$ cat config.mk
export PLATFORM = sky130hd
export DESIGN_NAME = cia_dispatch
export DESIGN_NICKNAME = d
export VERILOG_FILES = /design/src/cia_pkg.sv /design/src/cia_dispatch.sv
export SDC_FILE = /design/constraint.sdc
export NUM_CORES = 1
export LEC_CHECK = 0
export ABC_CLOCK_PERIOD_IN_PS = 6090
export BUFFER_PORTS_ARGS = -buffer_cell sky130_fd_sc_hd__clkbuf_2
export CAP_MARGIN = 40
export CORE_MARGIN = 2
export CORE_UTILIZATION = 25
export DETAILED_ROUTE_END_ITERATION = 7
export PLACE_DENSITY = 0.4
export SLEW_MARGIN = 20
export SYNTH_ARGS = -nofsm -noshare
export SYNTH_HDL_FRONTEND = slang
export SYNTH_SLANG_ARGS = --single-unit
$ cat constraint.sdc
create_clock -name aclk -period 6.09 [get_ports aclk]
set_clock_uncertainty 0.2 [all_clocks]
set_input_delay 0.3045 -clock aclk [delete_from_list [all_inputs] [get_ports aclk]]
set_output_delay 0.3045 -clock aclk [all_outputs]
set_load 0.05 [all_outputs]
$ cat src/cia_pkg.sv
package cia_pkg;

    // ==========================================================
    // geometry
    localparam int NUM_IN       = 8;
    localparam int NUM_CH       = 8;
    localparam int CFG_W        = 16;
    localparam int NAME_W       = 16;

    // ==========================================================
    // timing
    localparam longint CLK_HZ       = 50000000;
    localparam int     HOLD_MS      = 1000;
    localparam int     HOLD_CYCLES  = int'((CLK_HZ * HOLD_MS + 999) / 1000);

    // ==========================================================
    // register byte offsets
    localparam logic [7:0] OFF_ACTION   = 8'h00;
    localparam logic [7:0] OFF_MODE     = 8'h04;
    localparam logic [7:0] OFF_STATUS   = 8'h08;
    localparam logic [7:0] OFF_TIME     = 8'h0c;
    localparam logic [7:0] OFF_BATCH    = 8'h10;
    localparam logic [7:0] OFF_SELECT   = 8'h14;
    localparam logic [7:0] OFF_IFACE    = 8'h18;
    localparam logic [7:0] OFF_COPY     = 8'h1c;
    localparam logic [7:0] OFF_CHCFG    = 8'h20;
    localparam logic [7:0] OFF_CHNAME   = 8'h24;
    localparam logic [7:0] OFF_IFDATA   = 8'h28;
    localparam logic [7:0] OFF_CNT      = 8'h2c;

    // ==========================================================
    // mode register fields
    localparam int MODE_PSPEC_BIT  = 0;
    localparam int MODE_LED_LSB    = 1;
    localparam int MODE_AUTOB_BIT  = 3;
    localparam int MODE_FBUS_BIT   = 4;
    localparam int MODE_CHSEL_LSB  = 8;

    // ==========================================================
    // reset values, response codes and counter limits
    localparam logic [31:0] ACTION_RST = 32'h0000_0000;
    localparam logic [31:0] MODE_RST   = 32'h0000_0000;
    localparam logic [31:0] IFACE_RST  = 32'h0000_0000;
    localparam logic [1:0]  RESP_OK    = 2'h0;
    localparam logic [1:0]  RESP_ERR   = 2'h2;
    localparam logic [5:0]  SEC_MAX    = 6'h3b;
    localparam logic [5:0]  SEC_HALF   = 6'h1e;
    localparam logic [23:0] BATCH_MAX  = 24'h999999;

    // ==========================================================
    // per-input action codes, 4 bits each
    typedef enum logic [3:0] {
        ACT_RECORD, ACT_TSYNC, ACT_PRODUCT, ACT_PSEL, ACT_STXT, ACT_TSEL, ACT_CURVE,
        ACT_BRST, ACT_GREEN, ACT_RED, ACT_HGLR, ACT_LGHR, ACT_LIMITS
    } cia_action_t;

    // led mode field
    typedef enum logic [1:0] {
        LED_INTERNAL, LED_ONE_INPUT, LED_TWO_INPUT
    } cia_led_t;

    // data interface per-input codes, 2 bits each
    typedef enum logic [1:0] {
        IF_RECV, IF_SEND_STATUS, IF_SEND_TOTAL, IF_SEND_BOTH
    } cia_iface_t;

endpackage

$ cat src/cia_dispatch.sv
// What this block does
// - inputs active high, trigger on active
// - sync edge clears seconds counter
// - seconds 30..59 add one minute
// - product run enables product limit monitoring
// - product index from weighted select inputs
// - store-text edge saves selected text
// - text index from binary select inputs
// - curve input gates channel recording
// - limit monitoring ignores curve input
// - auto batch number increments per start
// - batch clear after one second hold
// - two-input mode: green, red inputs
// - high-green polarity drives leds
// - low-green polarity drives leds
// - led actions need matching led mode
// - limits-active input gates monitoring
// - fieldbus exchange only when module enabled, except writes to OFF_CNT
// - copy config, stamp channel number
`timescale 1ns/10ps
`default_nettype none

module cia_dispatch
    import cia_pkg::*;
#(
    parameter int HOLD_COUNT = HOLD_CYCLES
) (
    // clock and reset
    input  wire logic               aclk,
    input  wire logic               aresetn,
    // axi4-lite write address
    input  wire logic [7:0]         s_axi_awaddr,
    input  wire logic               s_axi_awvalid,
    output logic                    s_axi_awready,
    // axi4-lite write data
    input  wire logic [31:0]        s_axi_wdata,
    input  wire logic [3:0]         s_axi_wstrb,
    input  wire logic               s_axi_wvalid,
    output logic                    s_axi_wready,
    // axi4-lite write response
    output logic [1:0]              s_axi_bresp,
    output logic                    s_axi_bvalid,
    input  wire logic               s_axi_bready,
    // axi4-lite read
    input  wire logic [7:0]         s_axi_araddr,
    input  wire logic               s_axi_arvalid,
    output logic                    s_axi_arready,
    output logic [31:0]             s_axi_rdata,
    output logic [1:0]              s_axi_rresp,
    output logic                    s_axi_rvalid,
    input  wire logic               s_axi_rready,
    // external control inputs
    input  wire logic [NUM_IN-1:0]  control_input_line,
    // front leds
    output logic                    led_green,
    output logic                    led_red,
    // recorder control
    output logic                    limit_monitor_en,
    output logic                    product_limits_en,
    output logic                    curve_record_en,
    output logic                    text_store_pulse,
    output logic [3:0]              stored_text_index
);

    // ==========================================================
    // input synchroniser and edge detect
    logic [NUM_IN-1:0] sync1_reg, sync1_next;
    logic [NUM_IN-1:0] sync2_reg, sync2_next;
    logic [NUM_IN-1:0] prev_reg, prev_next;
    logic [NUM_IN-1:0] rise;

    always_comb begin
        sync1_next = control_input_line;
        sync2_next = sync1_reg;
        prev_next  = sync2_reg;
    end

    always_ff @(posedge aclk) begin
        if (!aresetn) begin
            sync1_reg <= '0;
            sync2_reg <= '0;
            prev_reg  <= '0;
        end else begin
            sync1_reg <= sync1_next;
            sync2_reg <= sync2_next;
            prev_reg  <= prev_next;
        end
    end

    assign rise = sync2_reg & ~prev_reg;

    // ==========================================================
    // registers
    logic [31:0] action_reg, action_next;
    logic [31:0] mode_reg, mode_next;
    logic [15:0] iface_reg, iface_next;
    logic [5:0]  sec_reg, sec_next;
    logic [15:0] min_reg, min_next;
    logic [23:0] batch_reg, batch_next;
    logic        bstart_req;
    logic        time_wr;
    logic [31:0] wdata_reg;
    logic [31:0] ifdata_reg, ifdata_next;
    logic [31:0] cnt_reg, cnt_next;
    logic [CFG_W-1:0]  chcfg_reg [NUM_CH];
    logic [NAME_W-1:0] chname_reg [NUM_CH];
    logic [2:0]  copy_dst;
    logic        copy_go;

    // per-input decode
    logic [NUM_IN-1:0] is_act [16];
    genvar gi;
    generate
        for (gi = 0; gi < NUM_IN; gi++) begin : g_dec
            for (genvar ga = 0; ga < 16; ga++) begin : g_act
                assign is_act[ga][gi] = (action_reg[gi*4 +: 4] == 4'(ga));
            end
        end
    endgenerate

    cia_led_t led_mode;
    assign led_mode = cia_led_t'(mode_reg[MODE_LED_LSB +: 2]);

    // weighted bcd from lowest free inputs
    function automatic logic [3:0] bcd(input logic [NUM_IN-1:0] sel,
                                       input logic [NUM_IN-1:0] lvl);
        logic [3:0] v;
        int         w;
        v = '0;
        w = 0;
        for (int i = 0; i < NUM_IN; i++) begin
            if (sel[i] && w < 4) begin
                v[w] = lvl[i];
                w    = w + 1;
            end
        end
        return v;
    endfunction

    // ==========================================================
    // time, batch and hold counter
    logic [31:0] hold_reg, hold_next;
    logic        hold_done_reg, hold_done_next;
    logic [31:0] tick_reg, tick_next;
    logic        sec_tick;

    // one second prescaler for the clock
    assign sec_tick = (tick_reg == 32'(HOLD_COUNT - 1));

    always_comb begin
        tick_next      = sec_tick ? '0 : tick_reg + 32'h1;
        sec_next       = !sec_tick ? sec_reg : (sec_reg == SEC_MAX) ? '0 : sec_reg + 6'h01;
        min_next       = (sec_tick && sec_reg == SEC_MAX) ? min_reg + 16'h0001 : min_reg;
        // software sets the time, second restarts
        if (time_wr) begin
            tick_next = '0;
            sec_next  = wdata_reg[5:0];
            min_next  = wdata_reg[21:6];
        end
        hold_next      = hold_reg;
        hold_done_next = hold_done_reg;
        batch_next     = batch_reg;
        if (|(rise & is_act[ACT_TSYNC])) begin
            sec_next = '0;
            tick_next = '0;
            min_next = (sec_reg >= SEC_HALF) ? min_reg + 16'h0001 : min_reg;
        end
        if (mode_reg[MODE_AUTOB_BIT] && (bstart_req || |(rise & is_act[ACT_PRODUCT])))
            batch_next = (batch_reg == BATCH_MAX) ? '0 : batch_reg + 24'h000001;
        if (|(sync2_reg & is_act[ACT_BRST])) begin
            if (hold_reg < 32'(HOLD_COUNT - 1)) begin
                hold_next = hold_reg + 32'h1;
            end else if (!hold_done_reg) begin
                hold_done_next = 1'b1;
                batch_next     = '0;
            end
        end else begin
            hold_next      = '0;
            hold_done_next = 1'b0;
        end
    end

    // ==========================================================
    // outputs
    logic       green_next, red_next;
    logic       lim_next, plim_next, curve_next, tstore_next;
    logic [3:0] tidx_next;
    logic       has_lim;

    always_comb begin
        green_next = 1'b0;
        red_next   = 1'b0;
        unique case (led_mode)
            LED_TWO_INPUT: begin
                green_next = |(sync2_reg & is_act[ACT_GREEN]);
                red_next   = |(sync2_reg & is_act[ACT_RED]);
            end
            LED_ONE_INPUT: begin
                if (|is_act[ACT_HGLR]) begin
                    green_next = |(sync2_reg & is_act[ACT_HGLR]);
                    red_next   = ~green_next;
                end else if (|is_act[ACT_LGHR]) begin
                    red_next   = |(sync2_reg & is_act[ACT_LGHR]);
                    green_next = ~red_next;
                end
            end
            default: begin
                green_next = 1'b1;
            end
        endcase
        // monitor unless gated by limits input
        has_lim  = |is_act[ACT_LIMITS];
        lim_next = has_lim ? |(sync2_reg & is_act[ACT_LIMITS]) : 1'b1;
        plim_next = mode_reg[MODE_PSPEC_BIT] & |(sync2_reg & is_act[ACT_PRODUCT]);
        curve_next = |is_act[ACT_CURVE] ? |(sync2_reg & is_act[ACT_CURVE]) : 1'b1;
        tstore_next = |(rise & is_act[ACT_STXT]);
        tidx_next   = tstore_next ? bcd(is_act[ACT_TSEL], sync2_reg) : stored_text_index;
    end

    // ==========================================================
    // axi4-lite slave
    logic [7:0]  awaddr_reg;
    logic        aw_have, w_have;
    logic        do_wr;
    logic [31:0] rd_val;
    logic        rd_ok, wr_ok;

    assign do_wr   = aw_have && w_have && !s_axi_bvalid;
    assign copy_dst = wdata_reg[2:0];
    assign copy_go  = do_wr && (awaddr_reg == OFF_COPY);
    assign bstart_req = do_wr && (awaddr_reg == OFF_STATUS) && wdata_reg[0];
    assign time_wr = do_wr && (awaddr_reg == OFF_TIME);
    assign wr_ok = awaddr_reg <= OFF_CNT;

    // register writes and interface data
    always_comb begin
        action_next = action_reg;
        mode_next   = mode_reg;
        iface_next  = iface_reg;
        ifdata_next = ifdata_reg;
        cnt_next    = cnt_reg;
        if (do_wr) begin
            unique case (awaddr_reg)
                OFF_ACTION: action_next = wdata_reg;
                OFF_MODE:   mode_next   = wdata_reg;
                OFF_IFACE:  iface_next  = wdata_reg[15:0];
                OFF_CNT:    cnt_next    = wdata_reg;
                OFF_IFDATA: if (mode_reg[MODE_FBUS_BIT]) ifdata_next = wdata_reg;
                default: ;
            endcase
        end
    end

    // read mux
    always_comb begin
        rd_ok  = 1'b1;
        rd_val = '0;
        unique case (s_axi_araddr)
            OFF_ACTION: rd_val = action_reg;
            OFF_MODE:   rd_val = mode_reg;
            OFF_STATUS: rd_val = {16'h0, 8'(sync2_reg), 3'h0, curve_record_en,
                                  product_limits_en, limit_monitor_en, led_red, led_green};
            OFF_TIME:   rd_val = {10'h0, min_reg, sec_reg};
            OFF_BATCH:  rd_val = {8'h0, batch_reg};
            OFF_SELECT: rd_val = {24'h0, bcd(is_act[ACT_TSEL], sync2_reg),
                                  bcd(is_act[ACT_PSEL], sync2_reg)};
            OFF_IFACE:  rd_val = {16'h0, iface_reg};
            OFF_IFDATA: begin
                for (int i = 0; i < NUM_IN; i++) begin
                    if (mode_reg[MODE_FBUS_BIT]) begin
                        unique case (cia_iface_t'(iface_reg[i*2 +: 2]))
                            IF_RECV:        rd_val[i] = ifdata_reg[i];
                            IF_SEND_STATUS: rd_val[i] = sync2_reg[i];
                            IF_SEND_TOTAL:  rd_val[i] = 1'b0;
                            IF_SEND_BOTH:   rd_val[i] = sync2_reg[i];
                        endcase
                    end
                end
            end
            OFF_CNT:    rd_val = mode_reg[MODE_FBUS_BIT] ? cnt_reg : '0;
            OFF_CHCFG:  rd_val = {16'h0, chcfg_reg[mode_reg[MODE_CHSEL_LSB +: 3]]};
            OFF_CHNAME: rd_val = {16'h0, chname_reg[mode_reg[MODE_CHSEL_LSB +: 3]]};
            default:    rd_ok  = 1'b0;
        endcase
    end

    always_ff @(posedge aclk) begin
        if (!aresetn) begin
            action_reg <= ACTION_RST;
            mode_reg   <= MODE_RST;
            iface_reg  <= IFACE_RST[15:0];
            ifdata_reg <= '0;
            cnt_reg    <= '0;
            sec_reg    <= '0;
            min_reg    <= '0;
            batch_reg  <= '0;
            hold_reg   <= '0;
            hold_done_reg <= 1'b0;
            tick_reg   <= '0;
            led_green  <= 1'b0;
            led_red    <= 1'b0;
            limit_monitor_en  <= 1'b0;
            product_limits_en <= 1'b0;
            curve_record_en   <= 1'b0;
            text_store_pulse  <= 1'b0;
            stored_text_index <= '0;
            aw_have <= 1'b0;
            w_have  <= 1'b0;
            awaddr_reg <= '0;
            wdata_reg  <= '0;
            s_axi_awready <= 1'b0;
            s_axi_wready  <= 1'b0;
            s_axi_bvalid  <= 1'b0;
            s_axi_bresp   <= RESP_OK;
            s_axi_arready <= 1'b0;
            s_axi_rvalid  <= 1'b0;
            s_axi_rresp   <= RESP_OK;
            s_axi_rdata   <= '0;
            for (int c = 0; c < NUM_CH; c++) begin
                chcfg_reg[c]  <= '0;
                chname_reg[c] <= '0;
            end
        end else begin
            action_reg <= action_next;
            mode_reg   <= mode_next;
            iface_reg  <= iface_next;
            ifdata_reg <= ifdata_next;
            cnt_reg    <= cnt_next;
            sec_reg    <= sec_next;
            min_reg    <= min_next;
            batch_reg  <= batch_next;
            hold_reg   <= hold_next;
            hold_done_reg <= hold_done_next;
            tick_reg   <= tick_next;
            led_green  <= green_next;
            led_red    <= red_next;
            limit_monitor_en  <= lim_next;
            product_limits_en <= plim_next;
            curve_record_en   <= curve_next;
            text_store_pulse  <= tstore_next;
            stored_text_index <= tidx_next;
            // write channel capture
            s_axi_awready <= !aw_have && !s_axi_awready && s_axi_awvalid;
            s_axi_wready  <= !w_have && !s_axi_wready && s_axi_wvalid;
            if (s_axi_awvalid && s_axi_awready) begin
                aw_have    <= 1'b1;
                awaddr_reg <= {s_axi_awaddr[7:2], 2'h0};
            end
            if (s_axi_wvalid && s_axi_wready) begin
                w_have    <= 1'b1;
                wdata_reg <= s_axi_wdata;
            end
            if (do_wr) begin
                aw_have      <= 1'b0;
                w_have       <= 1'b0;
                s_axi_bvalid <= 1'b1;
                s_axi_bresp  <= wr_ok ? RESP_OK : RESP_ERR;
                if (awaddr_reg == OFF_CHCFG)
                    chcfg_reg[mode_reg[MODE_CHSEL_LSB +: 3]] <= wdata_reg[CFG_W-1:0];
                if (awaddr_reg == OFF_CHNAME)
                    chname_reg[mode_reg[MODE_CHSEL_LSB +: 3]] <= wdata_reg[NAME_W-1:0];
                if (copy_go) begin
                    chcfg_reg[copy_dst]  <= chcfg_reg[mode_reg[MODE_CHSEL_LSB +: 3]];
                    chname_reg[copy_dst] <= {8'h30, 8'h31 + {5'h0, copy_dst}};
                end
            end else if (s_axi_bvalid && s_axi_bready) begin
                s_axi_bvalid <= 1'b0;
            end
            // read channel
            s_axi_arready <= !s_axi_rvalid && !s_axi_arready && s_axi_arvalid;
            if (s_axi_arvalid && s_axi_arready) begin
                s_axi_rvalid <= 1'b1;
                s_axi_rdata  <= rd_val;
                s_axi_rresp  <= rd_ok ? RESP_OK : RESP_ERR;
            end else if (s_axi_rvalid && s_axi_rready) begin
                s_axi_rvalid <= 1'b0;
            end
        end
    end

endmodule // cia_dispatch

`default_nettype wire

==> impl_metrics.csv, run 1 <==
group,metric,value,unit
flow_run,drv_cap,0,
routing,drtIter0Drc,2322,
power,leakage,11.9,nW
sta,maxSlewViolCount,0,
global_routing,antenna_found_initial,3,
global_routing,grt_max_degree,116,
clocking,cts.clk_slew.worst_paths,0.06,ns
layout,stdcell_count,4730,
layout,drive_gt1_frac,0.134,
status,status,"complete, no violations",
global_routing,grt_busiest_layer,"met2",
global_routing,grt_pass1_wl,157000,um
sta,setup_tns,0,ns
synthesis,netlist_instances,3003,
layout,diodes,0,
synthesis,syn_area_per_cell,9.62,sq um
min_path,worstHoldStart,"s_axi_araddr[4]",
min_path,worstHoldEndpoint,"s_axi_rresp[1]$_SDFFE_PN0P_",
setup_path,rrSetupSlack,0.55,ns
place,place_congestion,0.876,
synthesis,ys_seq_elements,603,
synthesis,synth-edff-count,256,
setup_path,path_class,"register to register",
synthesis,yosys_warnings,0,
sta,hold_viol,0,
routing,drc,0,
power,ir_worst_vdd,0.194,mV
place,dp.cells,4516,
power,power,9.10,mW
sta,layout_min_cycle_time,5.54,ns
synthesis,synthTopCellsByArea,"edfxtp_1 (27%), dfxtp_1 (24%), nor2_1 (6.2%)",
floorplanning,coreArea,115000,sq um
power,power_density,262,nW/um^2
synthesis,yosys.area.top_type,"edfxtp_1",
layout,fin_area,34800,sq um
floorplanning,initial_core_util,0.252,
place,placed_area,31600,sq um
place,preCtsSetupSlack,0.603,ns
power,p_sw,2.16,mW
routing,avgRoutedWirePerCell,22.4,um
sta,holdWs,0.0820,ns
setup_path,start_kind,"register",
sta,setup_violations,0,
clocking,cts_buffer_depth,3,
global_routing,grtUsageMet3,0.0297,
global_routing,grt_overflow,0,
floorplanning,die-area,118000,sq um
global_routing,grt_pass1_vias,23052,
power,seqPwrFrac,0.476,
setup_path,crit_start,"action_reg[6]$_SDFFE_PN0P_",
synthesis,synth.distinct_cells,87,
global_routing,grt_usage,0.178,
power,pwr-share-comb,0.041,
routing,ant_nets,0,
sta,worst_slew_pin_slew,0.885,ns
synthesis,yosysSeqAreaShare,0.507,
setup_path,cp-end-kind,"register",
synthesis,syn_area,28900,sq um
sta,slew_headroom,0.395,
floorplanning,row_count,124,
power,intPower,6.94,mW
sta,rsz0062_at_grt,"false",
global_routing,grtUsageMet1,0.247,
clocking,cts_tree,"built",
floorplanning,die_x,344,um
setup_path,required,6.36,ns
place,numPortBuffers,109,
clocking,cts_max_level,3,
clocking,post_cts_buffers,0,
min_path,worstHoldPathType,"input port to register",
min_path,whs_path_depth,5,
clocking,root_buffer,"clkbuf_16",
setup_path,cp.arrival,5.81,ns
setup_path,crit_fanout,10,
sta,worst_slack,0.549,ns
power,pwr-share-clk,0.483,
floorplanning,die_height,344,um
clocking,numCtsBuffers,71,
routing,wirelength,106000,um
synthesis,synthMostInstantiatedCell,"nor2_1",
global_routing,met2_usage,0.285,
clocking,cts_sinks,603,
synthesis,synth_ff_type,"dfxtp_1",
layout,utilization,0.304,
routing,vias,23607,
setup_path,r2r-end,"s_axi_rdata[6]$_SDFFE_PN0P_",
synthesis,synth_top_area_share,0.266,
setup_path,r2r_cells,21,
synthesis,synthArstFlopShare,0,
sta,fmax,180,MHz
floorplanning,ios,118,
layout,fin_nets,3275,
power,switching_share,0.238,
sta,finalCritPeriodShare,0.910,
synthesis,yosys-top-cells-count,"nor2_1 (475), nand2_1 (440), dfxtp_1 (347)",
place,hpwl,72200,um
setup_path,rr_startpoint,"action_reg[6]$_SDFFE_PN0P_",
layout,area_growth,20.4,%
clocking,clk_latency,0.65,ns
routing,firstDrtPassIters,6,
routing,vias_per_cell,4.99,
metal layers:
metal	routed length, um	vias to the layer above
li1	-	11088
met1	48700	11708
met2	48800	658
met3	5740	153
met4	2730	0
met5	0	-
power by group through the flow:
stage | Sequential [mW] | Clock (mW) | Combinational, mW
CTS | 4.33 | 4.52 | 0.378
floorplan | 4.42 | 0 | 0.160
global placement | 4.42 | 0 | 0.318
finish | 4.33 | 4.39 | 0.375
global route | 4.34 | 4.67 | 0.401
detailed placement | 4.42 | 0 | 0.345
worst max path at each step:
| stage | endpoint | cells past startpoint |
|---|---|---|
| 2_1_floorplan | s_axi_rdata[6]$_SDFFE_PN0P_ | 21 |
| 3_3_place_gp | s_axi_rdata[6]$_SDFFE_PN0P_ | 20 |
| 3_5_place_dp | s_axi_rdata[6]$_SDFFE_PN0P_ | 20 |
| 4_1_cts | s_axi_rdata[6]$_SDFFE_PN0P_ | 20 |
| 5_1_grt | s_axi_rdata[3]$_SDFFE_PN0P_ | 19 |
| 6_report | s_axi_rdata[6]$_SDFFE_PN0P_ | 21 |
critical path, stage by stage, from the launching register on:
cell	delay, ns
dfxtp_1	0.47
nor2b_1	0.38
nand2_1	0.13
inv_1	0.07
ha_1	0.35
xnor2_2	0.40
inv_1	0.13
ha_1	0.31
mux2i_1	0.20
inv_1	0.09
ha_1	0.28
nor2_1	0.04
and3_1	0.20
a21oi_1	0.23
ha_1	0.30
a21o_1	0.20
ha_1	0.22
nand2b_1	0.16
mux2_4	0.28
a2111oi_4	0.29
mux2i_1	0.34
o211ai_2	0.10
area by class of cell:
class,count,area [sq um]
Multi-Input combinational cell,2142,13300
Clock buffer,107,2110
Fill cell,12105,79700
Inverter,47,181
Clock inverter,24,273
Timing Repair Buffer,295,2410
Tap cell,1512,1890
Sequential cell,603,14600
timing repair:
action,in CTS,in global routing
hold buffers,80,0
gates resized for setup,0,0
endpoints found under the setup margin,0,0
endpoints found under the hold margin,72,0
cells in the final DEF, fill, tap and decap left out, drive strengths merged, types with 50 or more instances in the layout:
cell           n
o21ai         66
edfxtp       256
dlygate4sd3   80
mux2i         74
and3          50
mux4          64
nand3        100
nand2        440
inv           51
buf          106
dfxtp        347
nor2         476
clkbuf       215
a21oi        192
cell families (layout without fill, tap and decap cells):
family	after synthesis	after routing	synth area share
AOI/OAI and AO/OA	524	524	0.121
xor gates and xnor gates	82	82	0.0256
other	1	2	0.000130
adders and majority gates	48	48	0.0208
buffers and inverters	259	473	0.0351
and+or+nand+nor	1346	1346	0.214
muxes	140	140	0.0764
DFF	603	603	0.507
No activity file was read; power rests on OpenSTA's default activity.
==> run 2, diff against run 1 <==
- CTS_BUF_LIST: default -> sky130_fd_sc_hd__clkbuf_4 sky130_fd_sc_hd__clkbuf_8 sky130_fd_sc_hd__clkbuf_16
==> impl_metrics.csv, run 2 (synthesis results as in run 1) <==
group,metric,value,unit
layout,fin_nets,3275,
sta,slew_headroom,0.384,
sta,fmax,180,MHz
power,power,9.19,mW
floorplanning,ios,118,
setup_path,crit_fanout,10,
layout,utilization,0.304,
global_routing,antenna_found_initial,2,
floorplanning,coreArea,115000,sq um
routing,ant_nets,0,
floorplanning,die_x,344,um
floorplanning,row_count,124,
clocking,cts_tree,"built",
layout,fillerInstances,12091,
flow_run,drv_cap,0,
sta,layout_min_cycle_time,5.54,ns
layout,area_growth,20.6,%
setup_path,path_class,"register to register",
clocking,post_cts_buffers,0,
place,hpwl,72200,um
setup_path,required,6.36,ns
floorplanning,initial_core_util,0.252,
clocking,post_cts_resized,0,
clocking,clk_latency,0.65,ns
setup_path,cp-end-kind,"register",
layout,mostFrequentLayoutCells,"nor2_1 (470), nand2_1 (440), dfxtp_1 (344), edfxtp_1 (256), a21oi_1 (190)",
status,violations,"DRC",
global_routing,grt_overflow,0,
power,leakage,12.0,nW
setup_path,critPathTopFamily,"adder cells",
clocking,cts.clk_slew.worst_paths,0.06,ns
setup_path,cpPeakStageDelay,0.48,ns
global_routing,grt_usage,0.178,
sta,setup_violations,0,
power,ir_worst_vdd,0.194,mV
sta,setup_tns,0,ns
sta,hold_viol,0,
place,numPortBuffers,109,
setup_path,start_kind,"register",
clocking,numCtsBuffers,71,
power,power_density,264,nW/um^2
sta,finalCritPeriodShare,0.910,
status,status,"finished with violations",
routing,drtIter0Drc,2292,
place,place_congestion,0.876,
routing,vias_per_cell,4.99,
clocking,cts_buffer_depth,3,
layout,layout_commonest_cell,"nor2_1",
sta,rsz0062_at_grt,"false",
layout,drive_gt1_frac,0.140,
setup_path,crit_start,"action_reg[6]$_SDFFE_PN0P_",
routing,avgRoutedWirePerCell,22.4,um
routing,drc,1,
routing,firstDrtPassIters,8,
setup_path,path_cells,"nor2b_1, nand2_1, inv_1, ha_1, xnor2_2, inv_1, ha_1, mux2i_1, inv_1, ha_1, nor2_1, and3_1, a21oi_1, ha_1, a21o_1, ha_1, nand2b_1, mux2_4, a2111oi_4, mux2i_1, o211ai_2",
clocking,cts_max_level,3,
clocking,root_buffer,"clkbuf_16",
routing,wirelength,106000,um
min_path,worstHoldPathType,"input port to register",
setup_path,cp_common_cell,"ha_1",
setup_path,cpMaxStageDelayCell,"dfxtp_1",
floorplanning,die_height,344,um
setup_path,rr_startpoint,"action_reg[6]$_SDFFE_PN0P_",
floorplanning,die-area,118000,sq um
sta,maxSlewViolCount,0,
global_routing,grt_max_degree,116,
clocking,cts_sinks,603,
setup_path,critPathBufInv,3,
layout,diodes,0,
routing,vias,23623,
min_path,worstHoldStart,"s_axi_araddr[4]",
global_routing,grt_pass1_wl,157000,um
sta,worst_slew_pin_slew,0.901,ns
setup_path,cp.arrival,5.82,ns
global_routing,grt_pass1_vias,23026,
-- run 2: cell counts in the layout (fill, tap and decap cells not counted) --
No cell type changed its count.
-- run 2: final cells by class --
class	instances	area (sq um)	area share
multi-input cells	2142	13300	0.381
clock inverters	24	273	0.00783
inverters	47	181	0.00521
clock buffers	107	2180	0.0626
well taps	1512	1890	0.0543
repair buffers	295	2410	0.0691
flip-flops and latches	603	14600	0.420
-- run 2: worst reg2reg max path: cells and delay by family (launching register included) --
family                     cells  cell delay (ns)
adders and majority gates      5             1.46
and+or+nand+nor                5             0.91
DFF                            1             0.48
muxes                          3             0.82
xor gates and xnor gates       1             0.40
AOI/OAI and AO/OA              4             0.82
buffers and inverters          3             0.30
-- run 2: per-stage QoR --
stage	area (sq um)	setup slack (ns)	cells	hold slack, ns
floorplan	28900	0.750	3004	0.205
global placement	31100	0.517	4485	0.218
detailed placement	31600	0.603	4516	0.221
CTS	34800	0.555	4727	0.0330
global route	34800	0.124	4730	0.0940
finish	34800	0.548	4730	0.0872
-- run 2: final timing paths --
kind / to / slack [ns] / cells past startpoint
worst max-delay path: s_axi_rdata[6]$_SDFFE_PN0P_ / 0.55 / 21
worst min-delay path: s_axi_rresp[1]$_SDFFE_PN0P_ / 0.09 / 5
worst max register to register: s_axi_rdata[6]$_SDFFE_PN0P_ / 0.55 / 21
worst min register to register: prev_next[4]$_SDFF_PN0_ / 0.23 / 1
-- run 2: per-layer routing --
layer,up-vias,global-route usage,share of wire
met1,11697,0.246,0.46
li1,11086,-,-
met2,691,0.285,0.46
met4,0,0.0480,0.025
met5,-,0,0
met3,149,0.0300,0.055
-- run 2: power by group --
part | internal [mW] | leakage [nW] | switching [mW] | total (mW)
logic | 0.129 | 5.30 | 0.245 | 0.374
clock network | 2.60 | 1.24 | 1.88 | 4.48
registers | 4.28 | 5.45 | 0.0458 | 4.33
total | 7.02 | 12.0 | 2.17 | 9.19
-- run 2: what timing repair did --
item / 4_1_cts / 5_1_grt
endpoints found under the hold margin: 72 / 0
endpoints found under the setup margin: 0 / 0
hold buffers: 80 / 0
==> run 3, diff against run 2 <==
--- a/config.mk
+++ b/config.mk
@@ -15,2 +15,3 @@
 export PLACE_DENSITY = 0.4
+export REMOVE_ABC_BUFFERS = 1
 export SLEW_MARGIN = 20
==> constraint.sdc (replaced) <==
create_clock -name aclk -period 6.09 [get_ports aclk]
set_clock_uncertainty 0.2 [all_clocks]
set_input_delay 1.218 -clock aclk [delete_from_list [all_inputs] [get_ports aclk]]
set_output_delay 1.218 -clock aclk [all_outputs]
set_load 0.05 [all_outputs]
==> impl_metrics.csv, run 3 (synthesis results as in run 1) <==
group,metric,value,unit
status,status,"complete, no violations",
clocking,cts_buffer_depth,3,
floorplanning,row_count,124,
layout,utilization,0.298,
global_routing,antenna_found_initial,4,
place,place_congestion,0.885,
place,hpwl,72400,um
setup_path,r2r_cells,20,
setup_path,cp-end-kind,"register",
routing,avgRoutedWirePerCell,22.5,um
routing,ant_nets,0,
power,leakage,11.7,nW
routing,firstDrtPassIters,6,
sta,maxSlewViolCount,0,
sta,hold_viol,0,
sta,finalCritPeriodShare,0.901,
flow_run,drv_cap,0,
routing,routed.top_layer,"met5",
power,ir_worst_vdd,0.185,mV
clocking,post_cts_resized,0,
routing,wirelength,105000,um
place,numPortBuffers,109,
floorplanning,coreArea,115000,sq um
power,power_density,273,nW/um^2
power,power,9.30,mW
routing,wl_met2,48600,um
clocking,cts_sinks,603,
layout,fillerInstances,12023,
global_routing,grt_usage,0.177,
clocking,ctsHoldBuffers,0,
sta,setup_violations,0,
global_routing,grt_pass1_wl,156000,um
sta,fmax,182,MHz
layout,drive_gt1_frac,0.142,
global_routing,grt_pass1_vias,22931,
sta,layout_min_cycle_time,5.49,ns
setup_path,cp.arrival,5.80,ns
routing,vias,23041,
floorplanning,initial_core_util,0.252,
clocking,cts_max_level,3,
setup_path,path_class,"register to register",
routing,dr_wl_met3,4680,um
min_path,worstHoldPathType,"register to register",
clocking,cts.clk_slew.worst_paths,0.06,ns
clocking,clk_latency,0.66,ns
setup_path,start_kind,"register",
clocking,cts_tree,"built",
floorplanning,die_height,344,um
routing,drc,0,
clocking,numCtsBuffers,75,
sta,worst_slew_pin_slew,0.819,ns
floorplanning,die-area,118000,sq um
global_routing,grt_max_degree,136,
layout,area_growth,18.1,%
clocking,root_buffer,"clkbuf_16",
setup_path,required,6.40,ns
layout,fin_area,34100,sq um
routing,drtIter0Drc,2061,
layout,fin_nets,3203,
floorplanning,ios,118,
sta,rsz0062_at_grt,"false",
global_routing,grt_overflow,0,
routing,met1_length,49100,um
min_path,whs_path_depth,2,
sta,slew_headroom,0.440,
setup_path,crit_fanout,11,
place,placed_area,31500,sq um
routing,vias_per_cell,4.95,
clocking,post_cts_buffers,0,
layout,mostFrequentLayoutCells,"nor2_1 (470), nand2_1 (440), dfxtp_1 (344), edfxtp_1 (256), a21oi_1 (190)",
floorplanning,die_x,344,um
layout,layout_commonest_cell,"nor2_1",
==> run 3: cell count changes in the layout (fill, tap and decap cells not counted), sizes merged, moves of 2 or more <==
cell and delta:
clkinv +5, clkbuf -3, inv -2, bufinv +3, dlygate4sd3 -80, buf +3
==> run 3: path summary, 6_finish.rpt <==
path                                                 start                     endpoint  slack, ns
worst min-delay path             hold_reg[31]$_SDFFE_PN0P_    hold_reg[31]$_SDFFE_PN0P_       0.22
worst max-delay path            action_reg[1]$_SDFFE_PN0P_  s_axi_rdata[3]$_SDFFE_PN0P_       0.60
worst max register to register  action_reg[1]$_SDFFE_PN0P_  s_axi_rdata[3]$_SDFFE_PN0P_       0.60
worst min register to register   hold_reg[31]$_SDFFE_PN0P_    hold_reg[31]$_SDFFE_PN0P_       0.22
==> run 3: critical path, cell delays in order (launching register included) <==
cell and delay, ns:
dfxtp_1 0.58, nand2_1 0.13, nor3_1 0.33, inv_1 0.13, ha_1 0.25, o21ai_0 0.33
ha_1 0.32, o211ai_1 0.22, and3_1 0.26, inv_1 0.08, ha_1 0.21, a22o_1 0.27
nor2_2 0.30, xnor2_1 0.16, xnor2_2 0.40, inv_1 0.13, ha_1 0.36, nor4_1 0.28
o21ai_1 0.11, mux2i_1 0.20, o211ai_1 0.09
==> run 3: routing by layer <==
metal | vias up | global-route usage
met2 | 589 | 0.287
met3 | 147 | 0.0248
met1 | 11383 | 0.246
li1 | 10920 | -
met5 | - | 0
met4 | 2 | 0.0479
==> run 3: power breakdown <==
part | internal, mW | switching [mW]
clock | 2.79 | 1.86
sequential | 4.29 | 0.0480
combinational | 0.0970 | 0.229
total | 7.17 | 2.13
==> run 3: stage by stage <==
stage	setup WS, ns	TNS, ns	std cells	hold slack [ns]
after floorplan	-0.103	-11.58	2792	0.205
after global placement	0.690	0	4490	0.214
after detailed placement	0.658	0	4518	0.220
after CTS	0.648	0	4651	0.228
after global routing	0.200	0	4656	0.252
final	0.604	0	4657	0.225
==> run 3: area by class of cell <==
type,instances,area (sq um),share of cell area
sequential,603,14600,0.429
multi-input combinational,2142,13300,0.389
clock buffer,103,2240,0.0656
tap,1512,1890,0.0554
timing repair buffer,219,1590,0.0466
clock inverter,30,313,0.00917
inverter,47,181,0.00532
antenna,1,2.50,0.0000733
